===== src/inc/ipc_params.svh =====
// constants for the interrupt priority control block
`ifndef IPC_PARAMS_SVH
`define IPC_PARAMS_SVH

// ------------------------------------------------------------
// register indices on the plain register port
// ------------------------------------------------------------
`define IPC_ADDR_W 4
`define IPC_A_IRQ2 4'h0
`define IPC_A_SERR 4'h1
`define IPC_A_PEND 4'h2
`define IPC_A_CTRL 4'h3
`define IPC_A_FLAG 4'h4
`define IPC_A_EN 4'h5
`define IPC_A_STAT 4'h6

// ------------------------------------------------------------
// field positions
// ------------------------------------------------------------
`define IPC_PRIO_LSB 4
`define IPC_PRIO_MSB 6
`define IPC_NEST_BIT 15
`define IPC_TRAP_LSB 1
`define IPC_TRAP_MSB 4
`define IPC_ILR_LSB 8
`define IPC_ILR_MSB 11
`define IPC_SRL_LVL_LSB 5
`define IPC_IPL3_BIT 8

// ------------------------------------------------------------
// reset values and fixed codes
// ------------------------------------------------------------
`define IPC_PRIO_RST 3'h4
`define IPC_SRL_RST 8'h00
`define IPC_VEC_BASE 8'h08
`define IPC_VEC_IRQ2 8'h25
`define IPC_VEC_SERR 8'h49
`define IPC_VEC_TRAP0 8'h02
`define IPC_TRAP_LVL_TOP 4'he
`define IPC_USER_MAX 4'h7
`define IPC_TIMED_IRQ_DISABLE_TOP 3'h6
`define IPC_STACK_DEPTH 4
`define IPC_NUM_TRAP 4
`define IPC_NUM_CAND 6

`endif


===== src/inc/ipc_pkg.sv =====
// types shared by the interrupt priority control block
package ipc_pkg;

    // register port request
    typedef struct packed {
        logic [3:0] addr;
        logic [15:0] wdata;
        logic wr;
        logic rd;
    } ipc_bus_type;

    // request offered to the core
    typedef struct packed {
        logic req;
        logic [7:0] vector;
        logic [3:0] level;
    } ipc_irq_type;

    // one arbitration candidate, level 0 means not requesting
    typedef struct packed {
        logic [3:0] level;
        logic [7:0] vector;
    } ipc_cand_type;

endpackage


===== src/hw/ipc_pick.sv =====
// highest-level, lowest-vector selection among candidates
`timescale 1ns/1ps

module ipc_pick #(
    parameter int N = 6
) (
    // candidates
    input ipc_pkg::ipc_cand_type cand_i [N],
    // winner
    output ipc_pkg::ipc_cand_type win_o
);
    import ipc_pkg::*;

    // linear scan; on equal level the lower vector is kept
    always_comb begin
        win_o = '0;
        for (int i = 0; i < N; i++) begin
            if (cand_i[i].level > win_o.level) begin
                win_o = cand_i[i];
            end else if (cand_i[i].level != 4'h0 && cand_i[i].level == win_o.level &&
                         cand_i[i].vector < win_o.vector) begin
                win_o = cand_i[i]; // RULE_17
            end
        end
    end

endmodule // ipc_pick


===== src/hw/ipc_top.sv =====
// interrupt priority control: priorities, masking, nesting, status
// Notes on behaviour
// [RULE_01] ext irq2 priority at bits 6:4
// [RULE_02] serial error priority at bits 6:4
// [RULE_03] unimplemented bits read zero, ignore writes
// [RULE_04] priorities reset to level four
// [RULE_05] status bits 11:8 show new cpu level
// [RULE_06] status bits 6:0 show vector minus eight
// [RULE_07] nesting disable stops preemption of handlers
// [RULE_08] equal nonzero priorities allowed; zero never interrupts
// [RULE_09] request needs both flag and enable
// [RULE_10] flag stays until cleared; re-entry follows
// [RULE_11] return restores status low byte, level
// [RULE_12] trap flags stay until cleared
// [RULE_13] cpu level seven blocks all user sources
// [RULE_14] traps never masked by level or disable; code masks a trap not above cpu level or on a full stack
// [RULE_15] timed disable masks levels one to six
// [RULE_16] take only above cpu level, then raise
// [RULE_17] equal levels: lowest vector wins
//
// Decided for this implementation: the strobed register port and the address map.
`timescale 1ns/1ps
`include "ipc_params.svh"

module ipc_top (
    // clock, reset, enable
    input wire logic clock_i,
    input wire logic rst_n_i,
    input wire logic ce_i,
    // register port
    input ipc_pkg::ipc_bus_type bus_i,
    output logic [15:0] rdata_o,
    // source events from same-clock peripherals
    input wire logic [1:0] src_event_i,
    input wire logic [3:0] trap_event_i,
    // core sequencing
    input wire logic irq_ack_i,
    input wire logic ret_i,
    input wire logic timed_irq_disable_start_i,
    input wire logic [13:0] timed_irq_disable_count_i,
    output ipc_pkg::ipc_irq_type irq_o,
    output logic [7:0] status_low_o
);
    import ipc_pkg::*;

    // ------------------------------------------------------------
    // state
    // ------------------------------------------------------------
    logic [2:0] prio_irq2_q;
    logic [2:0] prio_serr_q;
    logic nest_dis_q;
    logic [3:0] trap_flag_q;
    logic [1:0] flag_q;
    logic [1:0] en_q;
    logic [7:0] srl_q;
    logic ipl3_q;
    logic [2:0] depth_q;
    logic [8:0] stack_q [`IPC_STACK_DEPTH];
    logic [13:0] timed_irq_disable_q;
    logic [10:0] pend_q;
    logic [15:0] rdata_q;
    ipc_irq_type irq_q;

    // ------------------------------------------------------------
    // decode
    // ------------------------------------------------------------
    logic wr_irq2, wr_serr, wr_ctrl, wr_flag, wr_en, wr_stat;
    logic take, pop;
    logic [3:0] cur_level;
    logic [8:0] top_entry;

    assign wr_irq2 = ce_i && bus_i.wr && bus_i.addr == `IPC_A_IRQ2;
    assign wr_serr = ce_i && bus_i.wr && bus_i.addr == `IPC_A_SERR;
    assign wr_ctrl = ce_i && bus_i.wr && bus_i.addr == `IPC_A_CTRL;
    assign wr_flag = ce_i && bus_i.wr && bus_i.addr == `IPC_A_FLAG;
    assign wr_en = ce_i && bus_i.wr && bus_i.addr == `IPC_A_EN;
    assign wr_stat = ce_i && bus_i.wr && bus_i.addr == `IPC_A_STAT;
    // cpu level is the trap bit above the three level bits of the low byte
    assign cur_level = {ipl3_q, srl_q[7:`IPC_SRL_LVL_LSB]};
    assign take = irq_q.req && irq_ack_i;
    // a return with an empty stack is ignored rather than underflowing
    assign pop = ret_i && !take && depth_q != 3'h0;
    assign top_entry = stack_q[2'(depth_q - 3'h1)];

    // ------------------------------------------------------------
    // priority fields
    // ------------------------------------------------------------
    // only bits 6:4 are stored, the rest of the word is dropped
    always_ff @(posedge clock_i) begin
        if (!rst_n_i) begin
            prio_irq2_q <= `IPC_PRIO_RST; // RULE_04
            prio_serr_q <= `IPC_PRIO_RST; // RULE_04
        end else begin
            if (wr_irq2) begin
                prio_irq2_q <= bus_i.wdata[`IPC_PRIO_MSB:`IPC_PRIO_LSB]; // RULE_01
            end
            if (wr_serr) begin
                prio_serr_q <= bus_i.wdata[`IPC_PRIO_MSB:`IPC_PRIO_LSB]; // RULE_02
            end
        end
    end

    // ------------------------------------------------------------
    // flags, enables and control
    // ------------------------------------------------------------
    // hardware set wins over a software clear in the same cycle
    always_ff @(posedge clock_i) begin
        if (!rst_n_i) begin
            flag_q <= 2'h0;
            en_q <= 2'h0;
            trap_flag_q <= 4'h0;
            nest_dis_q <= 1'b0;
        end else if (ce_i) begin
            flag_q <= (wr_flag ? bus_i.wdata[1:0] : flag_q) | src_event_i; // RULE_10
            trap_flag_q <= (wr_ctrl ? bus_i.wdata[`IPC_TRAP_MSB:`IPC_TRAP_LSB]
                                    : trap_flag_q) | trap_event_i; // RULE_12
            if (wr_en) begin
                en_q <= bus_i.wdata[1:0];
            end
            if (wr_ctrl) begin
                nest_dis_q <= bus_i.wdata[`IPC_NEST_BIT];
            end
        end
    end

    // ------------------------------------------------------------
    // timed disable counter
    // ------------------------------------------------------------
    always_ff @(posedge clock_i) begin
        if (!rst_n_i) begin
            timed_irq_disable_q <= 14'h0;
        end else if (ce_i) begin
            if (timed_irq_disable_start_i) begin
                timed_irq_disable_q <= timed_irq_disable_count_i;
            end else if (timed_irq_disable_q != 14'h0) begin
                timed_irq_disable_q <= timed_irq_disable_q - 14'h1;
            end
        end
    end

    // ------------------------------------------------------------
    // candidates and arbitration
    // ------------------------------------------------------------
    ipc_cand_type cand [`IPC_NUM_CAND];
    ipc_cand_type win;
    logic [2:0] uprio [2];
    logic [7:0] uvec [2];

    assign uprio[0] = prio_irq2_q;
    assign uprio[1] = prio_serr_q;
    assign uvec[0] = `IPC_VEC_IRQ2;
    assign uvec[1] = `IPC_VEC_SERR;

    // a full save stack refuses new entries instead of losing a level
    always_comb begin
        logic ok;
        ok = 1'b0;
        for (int t = 0; t < `IPC_NUM_TRAP; t++) begin
            cand[t].vector = `IPC_VEC_TRAP0 + 8'(t);
            cand[t].level = 4'h0;
            // traps ignore disable and nesting; their levels sit above 7
            if (trap_flag_q[t] && depth_q != 3'(`IPC_STACK_DEPTH) &&
                (`IPC_TRAP_LVL_TOP - 4'(t)) > cur_level) begin
                cand[t].level = `IPC_TRAP_LVL_TOP - 4'(t); // RULE_14
            end
        end
        for (int u = 0; u < 2; u++) begin
            ok = flag_q[u] && en_q[u] && uprio[u] != 3'h0; // RULE_09
            if (timed_irq_disable_q != 14'h0 && uprio[u] <= `IPC_TIMED_IRQ_DISABLE_TOP) begin
                ok = 1'b0; // RULE_15
            end
            if (nest_dis_q && depth_q != 3'h0) begin
                ok = 1'b0; // RULE_07
            end
            if ({1'b0, uprio[u]} <= cur_level) begin
                ok = 1'b0; // RULE_16 RULE_13
            end
            if (depth_q == 3'(`IPC_STACK_DEPTH)) begin
                ok = 1'b0;
            end
            cand[`IPC_NUM_TRAP + u].vector = uvec[u];
            cand[`IPC_NUM_TRAP + u].level = ok ? {1'b0, uprio[u]} : 4'h0;
        end
    end

    ipc_pick #(
        .N(`IPC_NUM_CAND)
    ) u_pick (
        .cand_i(cand),
        .win_o(win)
    );

    // ------------------------------------------------------------
    // request to the core
    // ------------------------------------------------------------
    // the request drops for one cycle after a take or a return so that
    // it is re-evaluated against the new cpu level
    always_ff @(posedge clock_i) begin
        if (!rst_n_i) begin
            irq_q <= '0;
        end else if (ce_i) begin
            irq_q.req <= win.level != 4'h0 && !take && !ret_i; // RULE_16
            irq_q.vector <= win.vector;
            irq_q.level <= win.level;
        end
    end

    // pending status: winner level and vector offset
    always_ff @(posedge clock_i) begin
        if (!rst_n_i) begin
            pend_q <= 11'h0;
        end else if (ce_i) begin
            pend_q[10:7] <= win.level; // RULE_05
            pend_q[6:0] <= win.vector >= `IPC_VEC_BASE ?
                           7'(win.vector - `IPC_VEC_BASE) : 7'h0; // RULE_06
        end
    end

    // ------------------------------------------------------------
    // cpu level and save stack
    // ------------------------------------------------------------
    always_ff @(posedge clock_i) begin
        if (!rst_n_i) begin
            srl_q <= `IPC_SRL_RST;
            ipl3_q <= 1'b0;
            depth_q <= 3'h0;
        end else if (ce_i) begin
            if (take) begin
                depth_q <= depth_q + 3'h1;
                ipl3_q <= irq_q.level[3]; // RULE_16
                srl_q[7:`IPC_SRL_LVL_LSB] <= irq_q.level[2:0];
            end else if (pop) begin
                depth_q <= depth_q - 3'h1;
                {ipl3_q, srl_q} <= top_entry; // RULE_11
            end else if (wr_stat) begin
                srl_q <= bus_i.wdata[7:0]; // RULE_13
            end
        end
    end

    // stack storage, written only on a take
    always_ff @(posedge clock_i) begin
        if (!rst_n_i) begin
            for (int s = 0; s < `IPC_STACK_DEPTH; s++) begin
                stack_q[s] <= 9'h0;
            end
        end else if (ce_i && take) begin
            stack_q[depth_q[1:0]] <= {ipl3_q, srl_q}; // RULE_11
        end
    end

    // ------------------------------------------------------------
    // read port
    // ------------------------------------------------------------
    // unmapped indices and idle cycles return zero
    always_ff @(posedge clock_i) begin
        if (!rst_n_i) begin
            rdata_q <= 16'h0;
        end else if (ce_i) begin
            rdata_q <= 16'h0;
            if (bus_i.rd) begin
                unique case (bus_i.addr)
                    `IPC_A_IRQ2: rdata_q[`IPC_PRIO_MSB:`IPC_PRIO_LSB] <= prio_irq2_q; // RULE_03
                    `IPC_A_SERR: rdata_q[`IPC_PRIO_MSB:`IPC_PRIO_LSB] <= prio_serr_q; // RULE_03
                    `IPC_A_PEND: rdata_q <= {4'h0, pend_q[10:7], 1'b0, pend_q[6:0]};
                    `IPC_A_CTRL: rdata_q <= {nest_dis_q, 10'h0, trap_flag_q, 1'b0};
                    `IPC_A_FLAG: rdata_q <= {14'h0, flag_q};
                    `IPC_A_EN: rdata_q <= {14'h0, en_q};
                    `IPC_A_STAT: rdata_q <= {7'h0, ipl3_q, srl_q};
                    default: rdata_q <= 16'h0;
                endcase
            end
        end
    end

    assign rdata_o = rdata_q;
    assign irq_o = irq_q;
    assign status_low_o = srl_q;
endmodule // ipc_top


===== config.mk =====
export PLATFORM = sky130hd
export DESIGN_NAME = ipc_top
export DESIGN_NICKNAME = d
export VERILOG_FILES = /design/src/inc/ipc_pkg.sv /design/src/hw/ipc_pick.sv /design/src/hw/ipc_top.sv
export VERILOG_INCLUDE_DIRS = /design/src /design/src/inc
export SDC_FILE = /design/constraint.sdc
export NUM_CORES = 1
export LEC_CHECK = 0
export ABC_AREA = 1
export BUFFER_PORTS_ARGS = -buffer_cell sky130_fd_sc_hd__buf_2
export CAP_MARGIN = 10
export CORE_UTILIZATION = 45
export CTS_BUF_LIST = sky130_fd_sc_hd__clkbuf_2 sky130_fd_sc_hd__clkbuf_4 sky130_fd_sc_hd__clkbuf_8
export DETAILED_ROUTE_END_ITERATION = 10
export HOLD_SLACK_MARGIN = 0.03
export PLACE_DENSITY = 0.66
export SLEW_MARGIN = 25
export SYNTH_ARGS = -nofsm -noshare
export SYNTH_HDL_FRONTEND = slang
export SYNTH_SLANG_ARGS = --single-unit
export TNS_END_PERCENT = 20

===== constraint.sdc =====
create_clock -name clock_i -period 3.95 [get_ports clock_i]
set_input_delay 0.79 -clock clock_i [delete_from_list [all_inputs] [get_ports clock_i]]
set_output_delay 0.79 -clock clock_i [all_outputs]
set_load 0.01 [all_outputs]

* Word-level counts from Yosys, hierarchy flattened
Memory sizes are Yosys's and may differ from the RTL's.
Index checks and enable logic that the tools add are counted.
W data, S select, Z words.
** Operators by class
- Magnitude comparators :: 20
- Eq/ne operators :: 13
- Reduce and logical (&&, ||, !) cells :: 62
- Add/subtract/negate cells :: 4
- Bitwise operators :: 3
- Multiplexer cells :: 48
** Operators by type and width (number)
- $mux W12 :: 11
- $logic_and A1 B1 Y1 :: 38
- $mux W14 :: 2
- $pmux W9 S3 :: 1
- $reduce_bool A4 Y1 :: 6
- $mux W4 :: 5
- $pmux W4 S5 :: 1
- $gt A4 B4 Y1 const A :: 4
- $lt A3 B8 Y1 const A :: 2
- $mux W16 :: 1
- $mux W8 :: 2
- $mux W1 :: 15
- $mux W3 :: 5
- $pmux W3 S5 :: 1
- $reduce_bool A14 Y1 :: 1
- $sub A14 B1 Y14 const B :: 1
- $eq A4 B3 Y1 const B :: 3
- $eq A4 B4 Y1 :: 3
- $gt A4 B4 Y1 :: 3
- $reduce_bool A3 Y1 :: 4
- $reduce_and A2 Y1 :: 5
- $mux W9 :: 1
- $reduce_or A9 Y1 :: 1
- $eq A3 B4 Y1 :: 2
- 24 further kinds :: 32
** Word-level totals
- Output and inout bits :: 37
- Word-level logic and storage cells :: 167
- Register bits after elaboration :: 81
- Input bits :: 48
- Memory bits (writable) :: 36
- Memories :: 1
** Memory list
- stack_q :: depth 4, bits a word 9, rd ports 1, clocked after memory_dff 0, write ports 4, line ipc_top.sv:58 : logic [8:0] stack_q [`IPC_STACK_DEPTH];

* Depth between registers and ports, before layout
- Depth in word-level cells :: 34
- Depth in mapped cells :: 35
- Mapped depth without buffers :: 34

* Modules after synthesis
From an unflattened synthesis, not the netlist that was laid out.
** Unflattened totals
- Cells, all modules :: 1225
- Area total of the unflattened synthesis :: 8236.6 sq um
** Modules (own cells, without submodules)
- ipc_top :: area an instance 5881.9 sq um, cells an instance 799, instances 1
- ipc_pick :: area an instance 2354.8 sq um, cells an instance 426, instances 1

* Worst setup path before layout
OpenSTA, ideal clock, no wires.
- Kind :: register -> register
- Start point :: register depth_q[0]
- End point :: register irq_q, in the netlist irq_o[12]
- Path slack :: -159 ps
- Arrival time :: 3993 ps
- Cell stages (with the launch flop) :: 33
- Period minus slack after synthesis :: 4109 ps
- Setup time :: 116 ps
- Cell sequence :: dfxtp_1 inv_1 clkbuf_1 ha_1 nand2_2 nand3_1 nor2_4 ha_1 inv_1 o21bai_1 nand2_1 nand2_1 nand2_1 nand2_1 nand2_1 inv_1 ha_1 nand3_1 a21boi_0 nand2_4 nand2_1 nand2_1 ha_1 inv_1 o21bai_1 a21o_1 nand3_4 clkinv_2 o21ai_0 nand2_1 nand2_1 o21ai_1 nand2_1
** On the way
- Word-level cells in the longest chain between the ends :: 34
- Elaborated cells on any way between the ends :: 69
- Those cells by class :: order compare (11); eq/ne (7); mux (23); reduce/logical (28)
** RTL lines
- start, declared :: line ipc_top.sv:57 : logic [2:0] depth_q;
- start signal, assigned :: line ipc_top.sv:229 : depth_q <= depth_q + 3'h1;
- start signal, assigned :: line ipc_top.sv:233 : depth_q <= depth_q - 3'h1;
- branches (longest 30 deep; another with $lt A2 B8 Y1)
- $mux W12 (*) :: line ipc_pick.sv:18 : if (cand_i[i].level > win_o.level) begin
- $reduce_bool A4 Y1 (*) :: line ipc_top.sv:202 : irq_q.req <= win.level != 4'h0 && !take && !ret_i;
- $logic_and A1 B1 Y1 (*) (2 in series) :: line ipc_top.sv:202
- end, declared :: line ipc_top.sv:62 : ipc_irq_type irq_q;
Mark *: on every way between the ends.
A chain may end at the register's enable or synchronous reset.

* Worst setup path in the final report
Same ends and word-level chain as after synthesis.

==> results.md <==
- Synth Area in XOR/XNOR: 0.0110
- Crit path time final: 3900 ps
- Capture point of the worst reg-to-reg path: irq_o[12]
- CP Max Fanout: 5
- Die ar.: between 0.01 and 0.015 mm2
- Die W: roughly 110 um
- Fin Hold WS: 433 ps
- Root buffer cell: clkbuf_8
- # diodes: 0
- Syn avg cell area: around 8 um2
- Total CTS buffers: 9
- Hold Path Sink: pend_q[5]
- H-tree lvl count: 3
- Final ANT Viol Nets: 0
- Max VDD drop: approximately 0.16 mV
- Cell at the slowest stage of the critical path: dfxtp_2
- CP peak stage delay: between 300 and 400 ps
- Area Growth Syn to Fin: 17.5%
- Port Buffer Count: around 70
- Final nets: between 800 and 900
- Slew Limit Fails: 0
- Synth Area in Simple Gates: 0.237
- WL/cell: 16.8 um
- Setup crit end kind: flip-flop
- Initial antenna violation count: 0
- Final count of hold timing violations: 0
- Sequential Area: between 0.002 and 0.0025 mm2
- Reg2Reg Depth: 30
- Tightest Hold Check Type: reg2reg
- Finished Core Util: 0.545
- Main combinational cell family by area after synthesis: simple AND/OR/NAND/NOR gates
- Grt ovf: 0
- Mux contribution to synthesized area: 0
- Clock latency at the later pin of the worst-skew pair: roughly 400 ps
- Placed Instance Area: 0.00616 mm2
- Adder-cell share of the synthesized area: 0.0425
- Residual DRC: 0
- Final setup margin: 49.7 ps
- Core Area: roughly 0.012 mm2
- Run status: completed
- Slew HR: 0.642
- Routed WL: between 15 and 20 mm
- DR vias/cell: between 5 and 6
- Worst Tran Pin Value: about 520 ps
- GRT Total Usage: 0.261
- Leak pwr: between 2 and 3 nW
- Vias in the first global route: about 4,900
- Reg2reg start: depth_q[0]
- Area of the multi-input gates: roughly 0.0028 mm2
- CP required: 4250 ps
- Seq cells post-synth: just over 100
- First-pass GRT wire length: approximately 25 mm
- Io pins: 85
- Post-synth EDFFs: 36
- Fill cells: around 1,100
- Post-synthesis cell type count: a little under 50
- Row cnt: 40
- Hold path cells: 2
- CTS tree: done
- Final setup viols: 0
- WS Path Type: reg2reg
- CTS Buffer Depth: 2
- Share of cells above drive strength 1: 0.224
- Clock transition at path regs: approximately 100 ps
- Sequential area share after synthesis: 0.433
- Most common cell after layout, fill and taps aside: nand2_1
- Fin crit share: 0.987
- GPL Wtd Cong: between 0.9 and 1
- 1st-pass router iterations: 7
- Pre-CTS WS: -159 ps
- Max Freq: 0.256 GHz
- PD cells: roughly 380 mW/mm2
- Via count: around 5,400
- Max-cap violations: 0
- Starting Density: 0.464
- Most frequent cells in the layout: 109 x nand2_1, 105 x nor2_1, 75 x inv_1
- R2R Setup Slk: about 50 ps
- Post-synthesis compound-gate area fraction: 0.185
- # clock sinks: ~100
- Chip height: approximately 110 um
- Mapped cell area: between 0.005 and 0.006 mm2
- Synthesis warning total: 0
- 1st-iter DRT viols: around 380
- Type of origin of the critical path: flip-flop
- Largest net degree at the start of global routing: 32
- Worst Path Arrival: between 4000 and 5000 ps
- Dpl hpwl: between 10 and 15 mm
- Ys flop type: dfxtp_1
- Post-Layout Inst Area: approximately 0.0066 mm2
- Post-Synthesis Cells: just over 700
- Worst clock skew: 10.2 ps
- Fraction of registers with async set/reset: 0
- Pwr Total: about 0.0025 W
- Min-delay src: pend_q[5]
synth_stat cells, types with 5 or more instances:
| library cell | count | area share |
|---|---|---|
| a31oi_1 | 8 | 0.0089 |
| o22ai_1 | 14 | 0.016 |
| o31ai_1 | 5 | 0.0067 |
| dfxtp_1 | 67 | 0.24 |
| nand2_1 | 118 | 0.079 |
| a221oi_1 | 5 | 0.0078 |
| nor3_1 | 7 | 0.0063 |
| inv_1 | 80 | 0.054 |
| clkbuf_1 | 18 | 0.012 |
| o211ai_1 | 8 | 0.011 |
| edfxtp_1 | 36 | 0.19 |
| ha_1 | 19 | 0.042 |
| o21ai_0 | 63 | 0.056 |
| xor2_1 | 6 | 0.0094 |
| buf_4 | 12 | 0.016 |
| inv_2 | 5 | 0.0034 |
| nor2_1 | 107 | 0.072 |
| nand3_1 | 31 | 0.028 |
| a21oi_1 | 43 | 0.038 |
| o221ai_1 | 8 | 0.013 |
| nor2_2 | 7 | 0.0078 |
| nand4_1 | 8 | 0.0089 |
through the flow:
step	TNS, ps	instances
5_1_grt	-509	979
6_report	0	979
3_3_place_gp	0	951
4_1_cts	0	970
2_1_floorplan	0	724
3_5_place_dp	-460	951
logic make-up after synthesis:
kind of cell	Yosys count
XOR/XNOR	7
adder cells (fa/ha/maj)	19
AO/OA/AOI/OAI	173
flip-flops	103
other	1
buffers and inverters	121
AND/OR/NAND/NOR	296
where the power goes:
| group | internal [W] | total (W) | leakage [nW] | switching, W |
|---|---|---|---|---|
| sequential | 0.00115 | 0.00119 | 0.921 | 0.0000451 |
| clock | 0.000253 | 0.000640 | 0.0945 | 0.000386 |
| combinational | 0.000245 | 0.000644 | 1.82 | 0.000399 |
critical path, delay by kind of cell, from the launching register on:
kind                       cells  cell delay [ps]
adders and majority gates      4              850
AOI/OAI and AO/OA              5              850
DFF                            1              350
and+or+nand+nor               17             1550
buffers and inverters          4              190
worst max path at each step:
stage	from	end	slack, ps	cells past startpoint
3_3_place_gp	depth_q[0]	irq_o[12]	70	32
4_1_cts	depth_q[0]	irq_o[12]	10	31
6_report	depth_q[0]	irq_o[12]	50	30
2_1_floorplan	depth_q[0]	irq_o[12]	0.3	32
3_5_place_dp	depth_q[0]	irq_o[12]	-160	32
5_1_grt	depth_q[1]	irq_o[12]	-130	30
routing by layer:
metal / global-route usage / part of all wire / wire (um) / vias up
li1: - / - / - / 2607
met1: 0.345 / 0.45 / 7360 / 2522
met2: 0.434 / 0.47 / 7800 / 211
met3: 0.0393 / 0.061 / 1010 / 20
met4: 0.0921 / 0.017 / 286 / 0
met5: 0 / 0 / 0 / -
layout make-up:
type | count | share of cell area
clock inverters | 5 | 0.00476
repair buffers | 104 | 0.0914
multi-input cells | 500 | 0.430
clock buffers | 11 | 0.0221
inverters | 88 | 0.0508
flip-flops and latches | 103 | 0.369
well taps | 168 | 0.0320
registers in the layout, indices dropped and copies added, names as in the netlist, 2 cells and up:
register	count
flag_q	2
en_q	2
prio_irq2_q	3
pend_q	5
irq_o	8
status_low_o	8
stack_q	36
rdata_o	13
trap_flag_q	4
depth_q	3
prio_serr_q	3
timed_irq_disable_q	14
repair_timing:
action,CTS,global route
buffers inserted,3,9
hold buffers,0,0
endpoints found under the setup margin,7,9
pin swaps,5,29
resized for setup,8,33
Power figures use the tool's default switching activity.
